File: src/rtl/csl_consts.svh
// Constants for the clamp and input signal logic
`ifndef CSL_CONSTS_SVH
`define CSL_CONSTS_SVH

// ****************************************
// Register byte offsets
// ****************************************
`define CSL_OFS_CTRL 4'h0
`define CSL_OFS_STATUS 4'h4
`define CSL_OFS_IRQ_STAT 4'h8
`define CSL_OFS_IRQ_MASK 4'hc

// ****************************************
// Control register fields
// ****************************************
`define CSL_CTRL_COUNT_LSB 0
`define CSL_CTRL_COUNT_MSB 2
`define CSL_CTRL_PN2_BIT 3
`define CSL_CTRL_PRIO_BIT 4
`define CSL_CTRL_THS_BIT 5
`define CSL_CTRL_RESET 6'h04

// ****************************************
// Status register fields
// ****************************************
`define CSL_STAT_CLAMP_LSB 0
`define CSL_STAT_PN_LSB 4
`define CSL_STAT_RUN_BIT 8

// ****************************************
// Interrupt bits
// ****************************************
`define CSL_IRQ_THREAD 0
`define CSL_IRQ_HOME_REFUSED 1
`define CSL_IRQ_PROTECT_STOP 2
`define CSL_IRQ_RESET 3'h0

`endif

File: src/rtl/csl_pkg.sv
// Types for the clamp and input signal logic
package csl_pkg;

    // Conditioned switch and sensor inputs
    typedef struct packed {
        logic clamp_step_on_input;
        logic clamp_step_off_input;
        logic clamp_clear_input;
        logic pneumatic_step_input;
        logic [3:0] clamp_toggle_inputs;
        logic [3:0] clamp_inhibit_inputs;
        logic all_clamp_inhibit_input;
        logic wiper_cancel_input;
        logic trim_cancel_input;
        logic trim_protect_input;
        logic home_inhibit_input;
        logic home_return_input;
        logic home_key_input;
        logic needle_thread_sensor_input;
    } csl_sw_t;

    // Requests from the sewing sequencer
    typedef struct packed {
        logic trim_req;
        logic release_req;
        logic wiper_req;
        logic running;
        logic trimming;
    } csl_seq_t;

    // Actuator outputs
    typedef struct packed {
        logic [3:0] clamp_outputs;
        logic pneumatic_low_output;
        logic pneumatic_high_output;
        logic pneumatic_third_output;
        logic trim_output;
        logic release_output;
        logic wiper_output;
    } csl_act_t;

    // Pneumatic three-step clamp states
    typedef enum logic [3:0] {
        CSL_PN_IDLE = 4'b0001,
        CSL_PN_LOW = 4'b0010,
        CSL_PN_HIGH = 4'b0100,
        CSL_PN_THIRD = 4'b1000
    } csl_pn_state_t;

endpackage

File: src/rtl/csl_clamp_logic.sv
// Clamp, pneumatic, trim, home and thread sensor sequencing logic
// Summary of operation
// Each step-on activation switches on the next clamp, one to four; step-on stops at the effective clamp count
// Step-on is ignored while effective clamp count is one
// Each step-off activation switches off the highest clamp, four to one
// Step-off is ignored while effective clamp count is one
// Clamp clear switches all clamps off at once
// Pneumatic step only acts while two-step enable is set
// Pneumatic step cycles low, high, third outputs, then repeats
// Each toggle input flips its own clamp, clamps one to four
// Per-clamp inhibit keeps that clamp from turning on
// All-clamp inhibit keeps every clamp from turning on
// Wiper cancel suppresses the wiper output
// Trim cancel suppresses trim, release and wiper outputs
// Trim protect stops a running machine, resumes when released
// Trim protect during trimming stops only after trimming completes
// Home inhibit refuses home requests from key or input
// Thread sensor detects breakage only while sensor setting enabled
// With priority, toggle two to four need preceding clamp on
// Activation is the rising edge; a held input acts once; clamp clear acts on its level, every cycle it is held
//
// Our own choices: the placing of the registers and the Wishbone interface to the registers.
`timescale 1ns/1ps
`default_nettype none
`include "csl_consts.svh"

module csl_clamp_logic (
    // Clock, enable and reset
    input wire logic core_clk,
    input wire logic rstn,
    input wire logic ce,
    // Wishbone slave
    input wire logic wb_cyc_i,
    input wire logic wb_stb_i,
    input wire logic wb_we_i,
    input wire logic [3:0] wb_adr_i,
    input wire logic [3:0] wb_sel_i,
    input wire logic [31:0] wb_dat_i,
    output logic [31:0] wb_dat_o,
    output logic wb_ack_o,
    // Switch and sequencer inputs
    input wire csl_pkg::csl_sw_t sw_in,
    input wire csl_pkg::csl_seq_t seq_in,
    // Actuators and machine control
    output csl_pkg::csl_act_t act_out,
    output logic run_enable,
    output logic home_go,
    output logic thread_break,
    output logic irq
);

    // ****************************************
    // Helper functions
    // ****************************************
    function automatic logic [2:0] first_off(input logic [3:0] v);
        logic [2:0] idx;
        idx = 3'h4;
        for (int i = 3; i >= 0; i--) begin
            if (!v[i]) begin
                idx = 3'(i);
            end
        end
        return idx;
    endfunction

    function automatic logic [2:0] last_on(input logic [3:0] v);
        logic [2:0] idx;
        idx = 3'h4;
        for (int i = 0; i < 4; i++) begin
            if (v[i]) begin
                idx = 3'(i);
            end
        end
        return idx;
    endfunction

    function automatic logic [2:0] eff_count(input logic [2:0] c);
        logic [2:0] n;
        n = c;
        if (c == 3'h0 || c > 3'h4) begin
            n = 3'h4;
        end
        return n;
    endfunction

    // ****************************************
    // Registers and edge detection
    // ****************************************
    logic [5:0] ctrl_r;
    logic [2:0] irq_stat_r;
    logic [2:0] irq_mask_r;
    logic ack_r;
    logic [31:0] dat_r;
    csl_pkg::csl_sw_t prev_r;
    csl_pkg::csl_sw_t rise;
    logic [3:0] clamp_r;
    logic [3:0] clamp_nxt;
    csl_pkg::csl_pn_state_t pn_r;
    csl_pkg::csl_pn_state_t pn_nxt;
    logic run_r;
    logic home_r;
    logic thread_r;
    logic home_refused;
    logic protect_stop;
    logic [2:0] count;
    logic [2:0] on_idx;
    logic [2:0] off_idx;
    logic [3:0] blocked;
    logic [2:0] irq_event;
    logic bus_req;
    logic bus_wr;

    assign count = eff_count(ctrl_r[`CSL_CTRL_COUNT_MSB:`CSL_CTRL_COUNT_LSB]);
    assign rise = sw_in & ~prev_r;

    always_ff @(posedge core_clk or negedge rstn) begin
        if (!rstn) begin
            prev_r <= '0;
        end else if (ce) begin
            prev_r <= sw_in;
        end
    end

    // ****************************************
    // Clamp outputs
    // ****************************************
    assign blocked = sw_in.clamp_inhibit_inputs | {4{sw_in.all_clamp_inhibit_input}};
    assign on_idx = first_off(clamp_r);
    assign off_idx = last_on(clamp_r);

    always_comb begin
        clamp_nxt = clamp_r;
        if (rise.clamp_step_on_input && count != 3'h1 && on_idx < count) begin
            clamp_nxt[on_idx[1:0]] = 1'b1;
        end
        if (rise.clamp_step_off_input && count != 3'h1 && off_idx != 3'h4) begin
            clamp_nxt[off_idx[1:0]] = 1'b0;
        end
        for (int i = 0; i < 4; i++) begin
            if (rise.clamp_toggle_inputs[i]) begin
                if (i == 0 || !ctrl_r[`CSL_CTRL_PRIO_BIT] || clamp_r[(i + 3) % 4]) begin
                    clamp_nxt[i] = ~clamp_r[i];
                end
            end
        end
        clamp_nxt = clamp_nxt & ~(blocked & ~clamp_r);
        if (sw_in.clamp_clear_input) begin
            clamp_nxt = 4'h0;
        end
    end

    always_ff @(posedge core_clk or negedge rstn) begin
        if (!rstn) begin
            clamp_r <= 4'h0;
        end else if (ce) begin
            clamp_r <= clamp_nxt;
        end
    end

    // ****************************************
    // Pneumatic three-step clamp
    // ****************************************
    always_comb begin
        pn_nxt = pn_r;
        if (rise.pneumatic_step_input && ctrl_r[`CSL_CTRL_PN2_BIT]) begin
            unique case (pn_r)
                csl_pkg::CSL_PN_IDLE: pn_nxt = csl_pkg::CSL_PN_LOW;
                csl_pkg::CSL_PN_LOW: pn_nxt = csl_pkg::CSL_PN_HIGH;
                csl_pkg::CSL_PN_HIGH: pn_nxt = csl_pkg::CSL_PN_THIRD;
                csl_pkg::CSL_PN_THIRD: pn_nxt = csl_pkg::CSL_PN_LOW;
                default: pn_nxt = csl_pkg::CSL_PN_IDLE;
            endcase
        end
    end

    always_ff @(posedge core_clk or negedge rstn) begin
        if (!rstn) begin
            pn_r <= csl_pkg::CSL_PN_IDLE;
        end else if (ce) begin
            pn_r <= pn_nxt;
        end
    end

    // ****************************************
    // Actuator output register
    // ****************************************
    always_ff @(posedge core_clk or negedge rstn) begin
        if (!rstn) begin
            act_out <= '0;
        end else if (ce) begin
            act_out.clamp_outputs <= clamp_nxt;
            act_out.pneumatic_low_output <= pn_nxt == csl_pkg::CSL_PN_LOW;
            act_out.pneumatic_high_output <= pn_nxt == csl_pkg::CSL_PN_HIGH;
            act_out.pneumatic_third_output <= pn_nxt == csl_pkg::CSL_PN_THIRD;
            act_out.trim_output <= seq_in.trim_req && !sw_in.trim_cancel_input;
            act_out.release_output <= seq_in.release_req && !sw_in.trim_cancel_input;
            act_out.wiper_output <= seq_in.wiper_req && !sw_in.trim_cancel_input
                && !sw_in.wiper_cancel_input;
        end
    end

    // ****************************************
    // Trim protection, home return, thread sensor
    // ****************************************
    assign protect_stop = sw_in.trim_protect_input && !seq_in.trimming;
    assign home_refused = (rise.home_key_input || rise.home_return_input) && sw_in.home_inhibit_input;

    always_ff @(posedge core_clk or negedge rstn) begin
        if (!rstn) begin
            run_r <= 1'b1;
        end else if (ce) begin
            run_r <= !protect_stop;
        end
    end

    always_ff @(posedge core_clk or negedge rstn) begin
        if (!rstn) begin
            home_r <= 1'b0;
        end else if (ce) begin
            home_r <= (rise.home_key_input || rise.home_return_input) && !sw_in.home_inhibit_input;
        end
    end

    always_ff @(posedge core_clk or negedge rstn) begin
        if (!rstn) begin
            thread_r <= 1'b0;
        end else if (ce) begin
            thread_r <= sw_in.needle_thread_sensor_input && ctrl_r[`CSL_CTRL_THS_BIT];
        end
    end

    assign run_enable = run_r;
    assign home_go = home_r;
    assign thread_break = thread_r;

    // ****************************************
    // Wishbone slave
    // ****************************************
    assign bus_req = wb_cyc_i && wb_stb_i && !ack_r;
    assign bus_wr = bus_req && wb_we_i && wb_sel_i[0];

    always_ff @(posedge core_clk or negedge rstn) begin
        if (!rstn) begin
            ack_r <= 1'b0;
        end else if (ce) begin
            ack_r <= bus_req;
        end
    end

    always_ff @(posedge core_clk or negedge rstn) begin
        if (!rstn) begin
            ctrl_r <= `CSL_CTRL_RESET;
        end else if (ce && bus_wr && wb_adr_i == `CSL_OFS_CTRL) begin
            ctrl_r <= wb_dat_i[5:0];
        end
    end

    always_ff @(posedge core_clk or negedge rstn) begin
        if (!rstn) begin
            irq_mask_r <= `CSL_IRQ_RESET;
        end else if (ce && bus_wr && wb_adr_i == `CSL_OFS_IRQ_MASK) begin
            irq_mask_r <= wb_dat_i[2:0];
        end
    end

    always_ff @(posedge core_clk or negedge rstn) begin
        if (!rstn) begin
            dat_r <= 32'h0;
        end else if (ce && bus_req) begin
            dat_r <= 32'h0;
            if (!wb_we_i) begin
                unique case (wb_adr_i)
                    `CSL_OFS_CTRL: dat_r <= {26'h0, ctrl_r};
                    `CSL_OFS_STATUS: dat_r <= {23'h0, run_r, pn_r, clamp_r};
                    `CSL_OFS_IRQ_STAT: dat_r <= {29'h0, irq_stat_r};
                    `CSL_OFS_IRQ_MASK: dat_r <= {29'h0, irq_mask_r};
                    default: dat_r <= 32'h0;
                endcase
            end
        end
    end

    assign wb_dat_o = dat_r;
    assign wb_ack_o = ack_r;

    // ****************************************
    // Interrupts
    // ****************************************
    assign irq_event = {protect_stop && run_r, home_refused,
        sw_in.needle_thread_sensor_input && ctrl_r[`CSL_CTRL_THS_BIT] && !thread_r};

    always_ff @(posedge core_clk or negedge rstn) begin
        if (!rstn) begin
            irq_stat_r <= `CSL_IRQ_RESET;
        end else if (ce) begin
            if (bus_wr && wb_adr_i == `CSL_OFS_IRQ_STAT) begin
                irq_stat_r <= (irq_stat_r & ~wb_dat_i[2:0]) | irq_event;
            end else begin
                irq_stat_r <= irq_stat_r | irq_event;
            end
        end
    end

    assign irq = |(irq_stat_r & irq_mask_r);

    // ****************************************
    // Assertions
    // ****************************************
    a_step_on_next: assert property (@(posedge core_clk) disable iff (!rstn)
        ce && rise.clamp_step_on_input && count != 3'h1 && on_idx < count && !sw_in.clamp_clear_input
        && !blocked[on_idx[1:0]] && !rise.clamp_toggle_inputs[on_idx[1:0]]
        |=> clamp_r[$past(on_idx[1:0])])
        else $error("step-on did not set next clamp");

    a_step_count_one: assert property (@(posedge core_clk) disable iff (!rstn)
        ce && count == 3'h1 && rise.clamp_toggle_inputs == 4'h0 |=> clamp_r == 4'h0 || clamp_r == $past(clamp_r)
        || $past(sw_in.clamp_clear_input))
        else $error("step input acted with count one");

    a_step_off_high: assert property (@(posedge core_clk) disable iff (!rstn)
        ce && rise.clamp_step_off_input && count != 3'h1 && off_idx != 3'h4
        && !rise.clamp_toggle_inputs[off_idx[1:0]] |=> !clamp_r[$past(off_idx[1:0])])
        else $error("step-off did not clear highest clamp");

    a_clear_all: assert property (@(posedge core_clk) disable iff (!rstn)
        ce && sw_in.clamp_clear_input |=> clamp_r == 4'h0 ##0 act_out.clamp_outputs == 4'h0)
        else $error("clear left a clamp on");

    a_pn_disabled: assert property (@(posedge core_clk) disable iff (!rstn)
        ce && !ctrl_r[`CSL_CTRL_PN2_BIT] |=> $stable(pn_r))
        else $error("pneumatic moved while disabled");

    a_pn_cycle: assert property (@(posedge core_clk) disable iff (!rstn)
        ce && rise.pneumatic_step_input && ctrl_r[`CSL_CTRL_PN2_BIT] && pn_r == csl_pkg::CSL_PN_THIRD
        |=> pn_r == csl_pkg::CSL_PN_LOW && act_out.pneumatic_low_output)
        else $error("pneumatic cycle did not wrap");

    a_inhibit_hold: assert property (@(posedge core_clk) disable iff (!rstn)
        ce && (blocked & ~clamp_r) != 4'h0 |=> (clamp_r & $past(blocked & ~clamp_r)) == 4'h0)
        else $error("inhibited clamp turned on");

    a_trim_cancel: assert property (@(posedge core_clk) disable iff (!rstn)
        ce && (sw_in.trim_cancel_input || sw_in.wiper_cancel_input) |=> !act_out.wiper_output)
        else $error("wiper not suppressed");

    a_protect_stop: assert property (@(posedge core_clk) disable iff (!rstn)
        ce && sw_in.trim_protect_input && seq_in.trimming |=> run_enable)
        else $error("stopped during trimming");

    a_home_refuse: assert property (@(posedge core_clk) disable iff (!rstn)
        ce && sw_in.home_inhibit_input |=> !home_go)
        else $error("home request passed while inhibited");

    a_thread_gate: assert property (@(posedge core_clk) disable iff (!rstn)
        ce && !ctrl_r[`CSL_CTRL_THS_BIT] |=> !thread_break)
        else $error("thread break while sensor disabled");

    a_prio_gate: assert property (@(posedge core_clk) disable iff (!rstn)
        ce && ctrl_r[`CSL_CTRL_PRIO_BIT] && !clamp_r[0] && !sw_in.clamp_step_on_input
        && !sw_in.clamp_step_off_input |=> !clamp_r[1] || $past(clamp_r[1]))
        else $error("toggle two accepted without clamp one");

    a_held_once: assert property (@(posedge core_clk) disable iff (!rstn)
        ce && $past(ce) && $past(rstn) && sw_in.clamp_toggle_inputs[0] && $past(sw_in.clamp_toggle_inputs[0])
        && !sw_in.clamp_clear_input && !sw_in.clamp_step_on_input && !sw_in.clamp_step_off_input
        |=> clamp_r[0] == $past(clamp_r[0]) || !clamp_r[0] && $past(sw_in.clamp_clear_input))
        else $error("held toggle acted twice");

    a_toggle_flip: assert property (@(posedge core_clk) disable iff (!rstn)
        ce && rise.clamp_toggle_inputs[0] && !blocked[0] && !sw_in.clamp_clear_input
        |=> clamp_r[0] != $past(clamp_r[0]))
        else $error("toggle one did not flip its clamp");

    a_step_off_one: assert property (@(posedge core_clk) disable iff (!rstn)
        ce && count == 3'h1 && rise.clamp_step_off_input && rise.clamp_toggle_inputs == 4'h0
        && !sw_in.clamp_clear_input |=> clamp_r == $past(clamp_r))
        else $error("step-off acted with count one");

    a_protect_halt: assert property (@(posedge core_clk) disable iff (!rstn)
        ce && sw_in.trim_protect_input && !seq_in.trimming
        |=> !run_enable)
        else $error("run not stopped by trim protect");

    a_home_accept: assert property (@(posedge core_clk) disable iff (!rstn)
        ce && rise.home_return_input && !sw_in.home_inhibit_input
        |=> home_go)
        else $error("home request lost");

    a_thread_follow: assert property (@(posedge core_clk) disable iff (!rstn)
        ce && ctrl_r[`CSL_CTRL_THS_BIT] && sw_in.needle_thread_sensor_input
        |=> thread_break)
        else $error("thread break not reported");

endmodule
`default_nettype wire

File: config.mk
export PLATFORM = sky130hd
export DESIGN_NAME = csl_clamp_logic
export DESIGN_NICKNAME = d
export VERILOG_FILES = /design/src/rtl/csl_pkg.sv /design/src/rtl/csl_clamp_logic.sv
export VERILOG_INCLUDE_DIRS = /design/src /design/src/rtl
export SDC_FILE = /design/constraint.sdc
export NUM_CORES = 1
export LEC_CHECK = 0
export BUFFER_PORTS_ARGS = -buffer_cell sky130_fd_sc_hd__buf_2
export CAP_MARGIN = 20
export CORE_ASPECT_RATIO = 1.2
export CORE_MARGIN = 2
export CORE_UTILIZATION = 35
export DETAILED_ROUTE_END_ITERATION = 10
export MAX_ROUTING_LAYER = met4
export SLEW_MARGIN = 0
export SYNTH_ARGS = -nofsm -noshare
export SYNTH_HDL_FRONTEND = slang
export SYNTH_SLANG_ARGS = --single-unit
File: constraint.sdc
create_clock -name core_clk -period 4.3 [get_ports core_clk]
set_input_delay 0.645 -clock core_clk [delete_from_list [all_inputs] [get_ports core_clk]]
set_output_delay 0.645 -clock core_clk [all_outputs]
set_load 0.02 [all_outputs]
# --- Yosys cells after proc, flatten, opt, wreduce, memory -nomap -nowiden ---
# Index checks and enable logic that the tools add are counted.
classes:
  mux: 28
  n_lt_le_gt_ge: 6
  n_bitwise: 19
  n_reduce_logical: 43
  n_eq_ne: 12
op_table:
  columns: ["op", "n"]
  rows:
  - ["$pmux 9 s4", 1]
  - ["$mux 3", 10]
  - ["$logic_and 1x1->1", 26]
  - ["$and 20x20->20", 1]
  - ["$not 20->20", 1]
  - ["$eq 4x4->1 const B", 4]
  - ["$mux 4", 4]
  - ["$and 4x4->4", 3]
  - ["$eq 4x3->1 const B", 3]
  - ["$not 4->4", 3]
  - ["$pmux 4 s3", 1]
  - ["$mux 1", 9]
  - ["$mux 9", 1]
  - ["$eq 4x2->1 const B", 2]
  - ["$logic_not 1->1", 8]
  - ["$or 4x4->4", 2]
  - ["$and 3x3->3", 2]
  - ["$lt 2x3->1 const B", 2]
  - ["$or 3x3->3", 2]
  - ["$logic_or 1x1->1", 5]
  - ["$demux 1 s2", 2]
  - ["$eq 4x1->1 const B", 1]
  - ["$ge 2x1->1 const B", 2]
  - ["$logic_not 4->1", 1]
  - ["other kinds (9)", 12]
totals:
  input_bits: 71
  out_inout_bits: 47
  register_bits: 82

# --- Depth between registers and ports, before layout ---
depth:
  ltp_word: 16
  ltp_mapped: 8
  ltp_nobuf: 7

# --- Worst setup path after synthesis ---
# No wires, ideal clock.
synth_path:
  path_kind: "register to register"
  from: "reg ctrl_r[0]"
  to: "reg act_out[9] (netlist bit)"
  path_buffers: 0
  setup_time_ns: 0.087
  path_slack_ns: 2.192
  path_stages_with_launch: 7
  t_arrival_ns: 2.020
  path_cell_list: "dfrtp_1 or2_2 ha_1 and2b_1 a31oi_1 or4b_2 a22oi_1"
synth_via:
  elab_chain_len: 13
  elab_cells_between_ends: 17
synth_rtl:
  columns: ["item", "line_no", "rtl"]
  rows:
  - ["from (decl)", "csl_clamp_logic.sv:89", "logic [5:0] ctrl_r;"]
  - ["from (signal assigned)", "csl_clamp_logic.sv:252", "ctrl_r <= `CSL_CTRL_RESET;"]
  - ["from (signal assigned)", "csl_clamp_logic.sv:254", "ctrl_r <= wb_dat_i[5:0];"]
  - ["$gt 3x3->1 / $logic_not 3->1 (equally long branches)", "csl_clamp_logic.sv:80", "if (c == 3'h0 || c > 3'h4) begin"]
  - ["$logic_or 1x1->1", "csl_clamp_logic.sv:80", null]
  - ["$mux 3 *", "csl_clamp_logic.sv:80", null]
  - ["parallel branches: the longest is 5 deep, another holds $lt 3x3->1", null, null]
  - ["$mux 4 *", "csl_clamp_logic.sv:136", "if (rise.clamp_step_off_input && count != 3'h1 && off_idx != 3'h4) begin"]
  - ["$mux 1", "csl_clamp_logic.sv:141", "if (i == 0 || !ctrl_r[`CSL_CTRL_PRIO_BIT] || clamp_r[(i + 3) % 4]) begin"]
  - ["$mux 1 *", "csl_clamp_logic.sv:140", "if (rise.clamp_toggle_inputs[i]) begin"]
  - ["$and 4x4->4 *", "csl_clamp_logic.sv:146", "clamp_nxt = clamp_nxt & ~(blocked & ~clamp_r);"]
  - ["$mux 4 *", "csl_clamp_logic.sv:147", "if (sw_in.clamp_clear_input) begin"]
  - ["to (decl)", "csl_clamp_logic.sv:45", "output csl_pkg::csl_act_t act_out,"]
# Mark *: on every way between the ends.
# A chain may end at the register's enable or synchronous reset.

# --- Worst setup path in the final report ---
# Ends and elaborated chain as after synthesis.

==> key figures <==
Yosys
  – Mux share of post-synthesis cell area: 0.115
  – Synth Flop Type: dfrtp_1
  – Synthesized flop and latch total: 48
  – Mapped Area: about 2600 sq um
  – Sequential share of the synthesized area: 0.457
  – Syn Area/Cell: 10.6 sq um
  – Post-Synth Adder-Cell Area: 0.0143
  – Synth Instances: roughly 250
  – Post-Synth Simple-Gate Area: 0.151
  – Distinct cells, synth: 51
  – Compound-Gate Fraction of Synth Area: 0.152
  – Post-synthesis xor/xnor area fraction: 0.00665
  – Post-synth EDFFs: 0
  – Async S/R FF share, synth: 1.00
  – Yosys warns: 0
  – Main combinational cell family by area after synthesis: compound AO/OA/AOI/OAI gates

Cells and area
  – Filler Cells Inserted: 722
  – Cell area after layout: 3050 sq um
  – N_diodes: 0
  – Most frequent cells in the layout: buf_2, dfrtp_1, conb_1, mux2_2, nand2_1
  – Nets: 383
  – Commonest non-fill, non-tap cell in the layout: buf_2
  – Area growth syn-to-layout: 15.8%
  – Layout cells sized above 1: 0.355

Global routing
  – Initial antenna violation count: 0
  – GRT Util Overall: 0.153
  – Global-route wire length before repair: 9780 um
  – Number of global-route vias before repair: between 1,500 and 2,000
  – Grt ovf: 0
  – Pin count of the biggest net entering global routing: 49

STA
  – Slew headroom: 0.447
  – RSZ-0062 raised after global routing: false
  – Worst-Margin Slew: roughly 800 ps
  – Setup TNS: 0 ps
  – Endpoints failing hold: 0
  – Final period util: 0.528
  – Worst Skew: 14.7 ps
  – Min Tclk post-route: roughly 2300 ps
  – Final setup vio count: 0
  – Fin. max-slew vios: 0
  – F_max: ~0.44 GHz

Setup path
  – Worst r2r dst: act_out[9]
  – Critical Path Fanout Max: 5
  – WP data arrival: 2490 ps
  – R2R Setup Slk: 2030 ps
  – R2R cell count: 6
  – Crit end category: flip-flop
  – Worst endpoint required time: 4520 ps
  – WS Path Type: flip-flop to flip-flop
  – FF-to-FF Start: ctrl_r[0]
  – Crit start category: flip-flop
  – Worst path slowest cell: or4b_2
  – Worst path top cell family by delay: simple AND/OR/NAND/NOR gates
  – CP Buf/Inv Count: 0
  – Worst path depth: 6
  – Cell breakdown of the critical path: or2_2 > ha_1 > and2b_1 > a31oi_1 > or4b_2 > a22oi_1
  – Slowest stage delay, CP: 640 ps

Die
  – Die W: 83.2 um
  – Ports: 118
  – Die height: 99.0 um
  – Core area: 7270 sq um
  – Die ar.: 8240 sq um
  – Initial Util: 0.362
  – FP Rows: 34

Clock network
  – Worst-path clk slew: 100 ps
  – Clock buffer count from CTS: 5
  – Post-CTS Setup Bufs: 0
  – Resize count post-CTS: 0
  – CTS tree: built
  – Max Buffers Root-to-Sink: 2
  – Clock latency at the later pin of the worst-skew pair: 300 ps
  – Htree depth: 2
  – Clk sink count: 48
  – Root buf cell: clkbuf_8
  – Post-CTS Hold Buffers: 0

Pwr
  – Max VDD drop: 0.000141 V
  – Leak pwr: between 1 and 1.5 nW
  – Overall power: a little under 1 mW
  – Pwr dens: 317 nW/um^2

Route
  – Vias per cell: 5.04
  – DRT iter0 DRCs: between 90 and 100
  – DR top layer: met4
  – Drt total wl: 5950 um
  – DR vias: 2,015
  – Post-DRT Antenna Nets: 0
  – Detailed Routing Iterations Pass 1: 4
  – Met2 wire len: 3040 um
  – Drc violations: 0
  – Met1 wire length: 2620 um
  – Routed len/inst: around 15 um
  – Met3 routed WL: approximately 260 um

Place
  – PortBufs: 64
  – DP Area: 2940 sq um
  – Gpl congestion: approximately 0.77
  – Detailed placement HPWL: 4360 um

Status
  – Status: completed

Run
  – MaxCap Viol Count: 0

Hold path
  – Hold/Removal Path Class: primary input to asynchronous set/reset pin
report_power, final:
part | leakage (nW) | total (mW) | switching (mW) | internal [mW]
Clock | 0.0524 | 0.321 | 0.147 | 0.174
Combinational | 0.822 | 0.148 | 0.0883 | 0.0600
Sequential | 0.622 | 0.498 | 0.0208 | 0.477
logic make-up (layout without fill, tap and decap cells):
kind of cell    Yosys count  in the layout
simple gates             69             69
compound gates           54             54
flops                    48             48
buf+inv                  47             87
mux                      24             24
fa+ha+maj                 3              3
xor+xnor                  2              2
other cells               1             23
per-stage QoR:
| stage | setup WS [ps] | instances | hold slack, ps | utilization |
|---|---|---|---|---|
| floorplan | 2190 | 270 | 349 | - |
| global placement | 1950 | 392 | 450 | 0.405 |
| detailed placement | 1930 | 392 | 459 | 0.405 |
| CTS | 2030 | 400 | 457 | 0.419 |
| global route | 1940 | 400 | 498 | 0.419 |
| finish | 2030 | 400 | 437 | 0.419 |
synthesized netlist by cell type, drive strengths merged, types with 3 or more instances:
cell / n / share of area
a211oi: 3 / 0.0086
a21oi: 5 / 0.0095
a22o: 13 / 0.043
a31oi: 5 / 0.012
buf: 26 / 0.072
clkbuf: 8 / 0.011
dfrtp: 45 / 0.43
dfstp: 3 / 0.030
ha: 3 / 0.014
inv: 13 / 0.019
mux2: 21 / 0.090
mux4: 3 / 0.026
nand2: 16 / 0.023
nand2b: 3 / 0.0071
nand3: 4 / 0.0076
nor2: 15 / 0.021
nor2b: 5 / 0.012
nor3: 5 / 0.0095
nor4: 4 / 0.015
o21ai: 9 / 0.017
o2bb2ai: 3 / 0.010
or2: 4 / 0.010
registers in the layout (all words and copies together) (netlist names):
| signal | count |
|---|---|
| wb_ack_o | 1 |
| run_enable | 1 |
| wb_dat_o | 9 |
| thread_break | 1 |
| pn_r | 4 |
| home_go | 1 |
| act_out | 10 |
| prev_r | 9 |
| irq_mask_r | 3 |
| ctrl_r | 6 |
| irq_stat_r | 3 |
how the worst max path moves through the flow:
stage | startpoint | end | slack, ps
finish | ctrl_r[0] | act_out[9] | 2030
CTS | ctrl_r[0] | act_out[9] | 2030
global placement | ce | ctrl_r[3] | 1950
global route | ctrl_r[0] | act_out[9] | 1940
floorplan | ctrl_r[0] | act_out[9] | 2190
detailed placement | ce | ctrl_r[1] | 1930
cell type report:
type                       count  area (sq um)  share of cell area
sequential                    48          1200               0.395
inverter                      13          48.8              0.0160
clock buffer                   7          76.3              0.0250
timing repair buffer          66           335               0.110
clock inverter                 1          30.0             0.00984
tap                           90           113              0.0369
multi-input combinational    175          1240               0.407
routing by layer:
| metal | up-vias | GRT usage |
|---|---|---|
| met5 | - | - |
| met4 | 0 | 0.0391 |
| met3 | 2 | 0.0260 |
| met2 | 59 | 0.270 |
| met1 | 982 | 0.181 |
| li1 | 972 | - |
No activity file was read; power rests on OpenSTA's default activity.
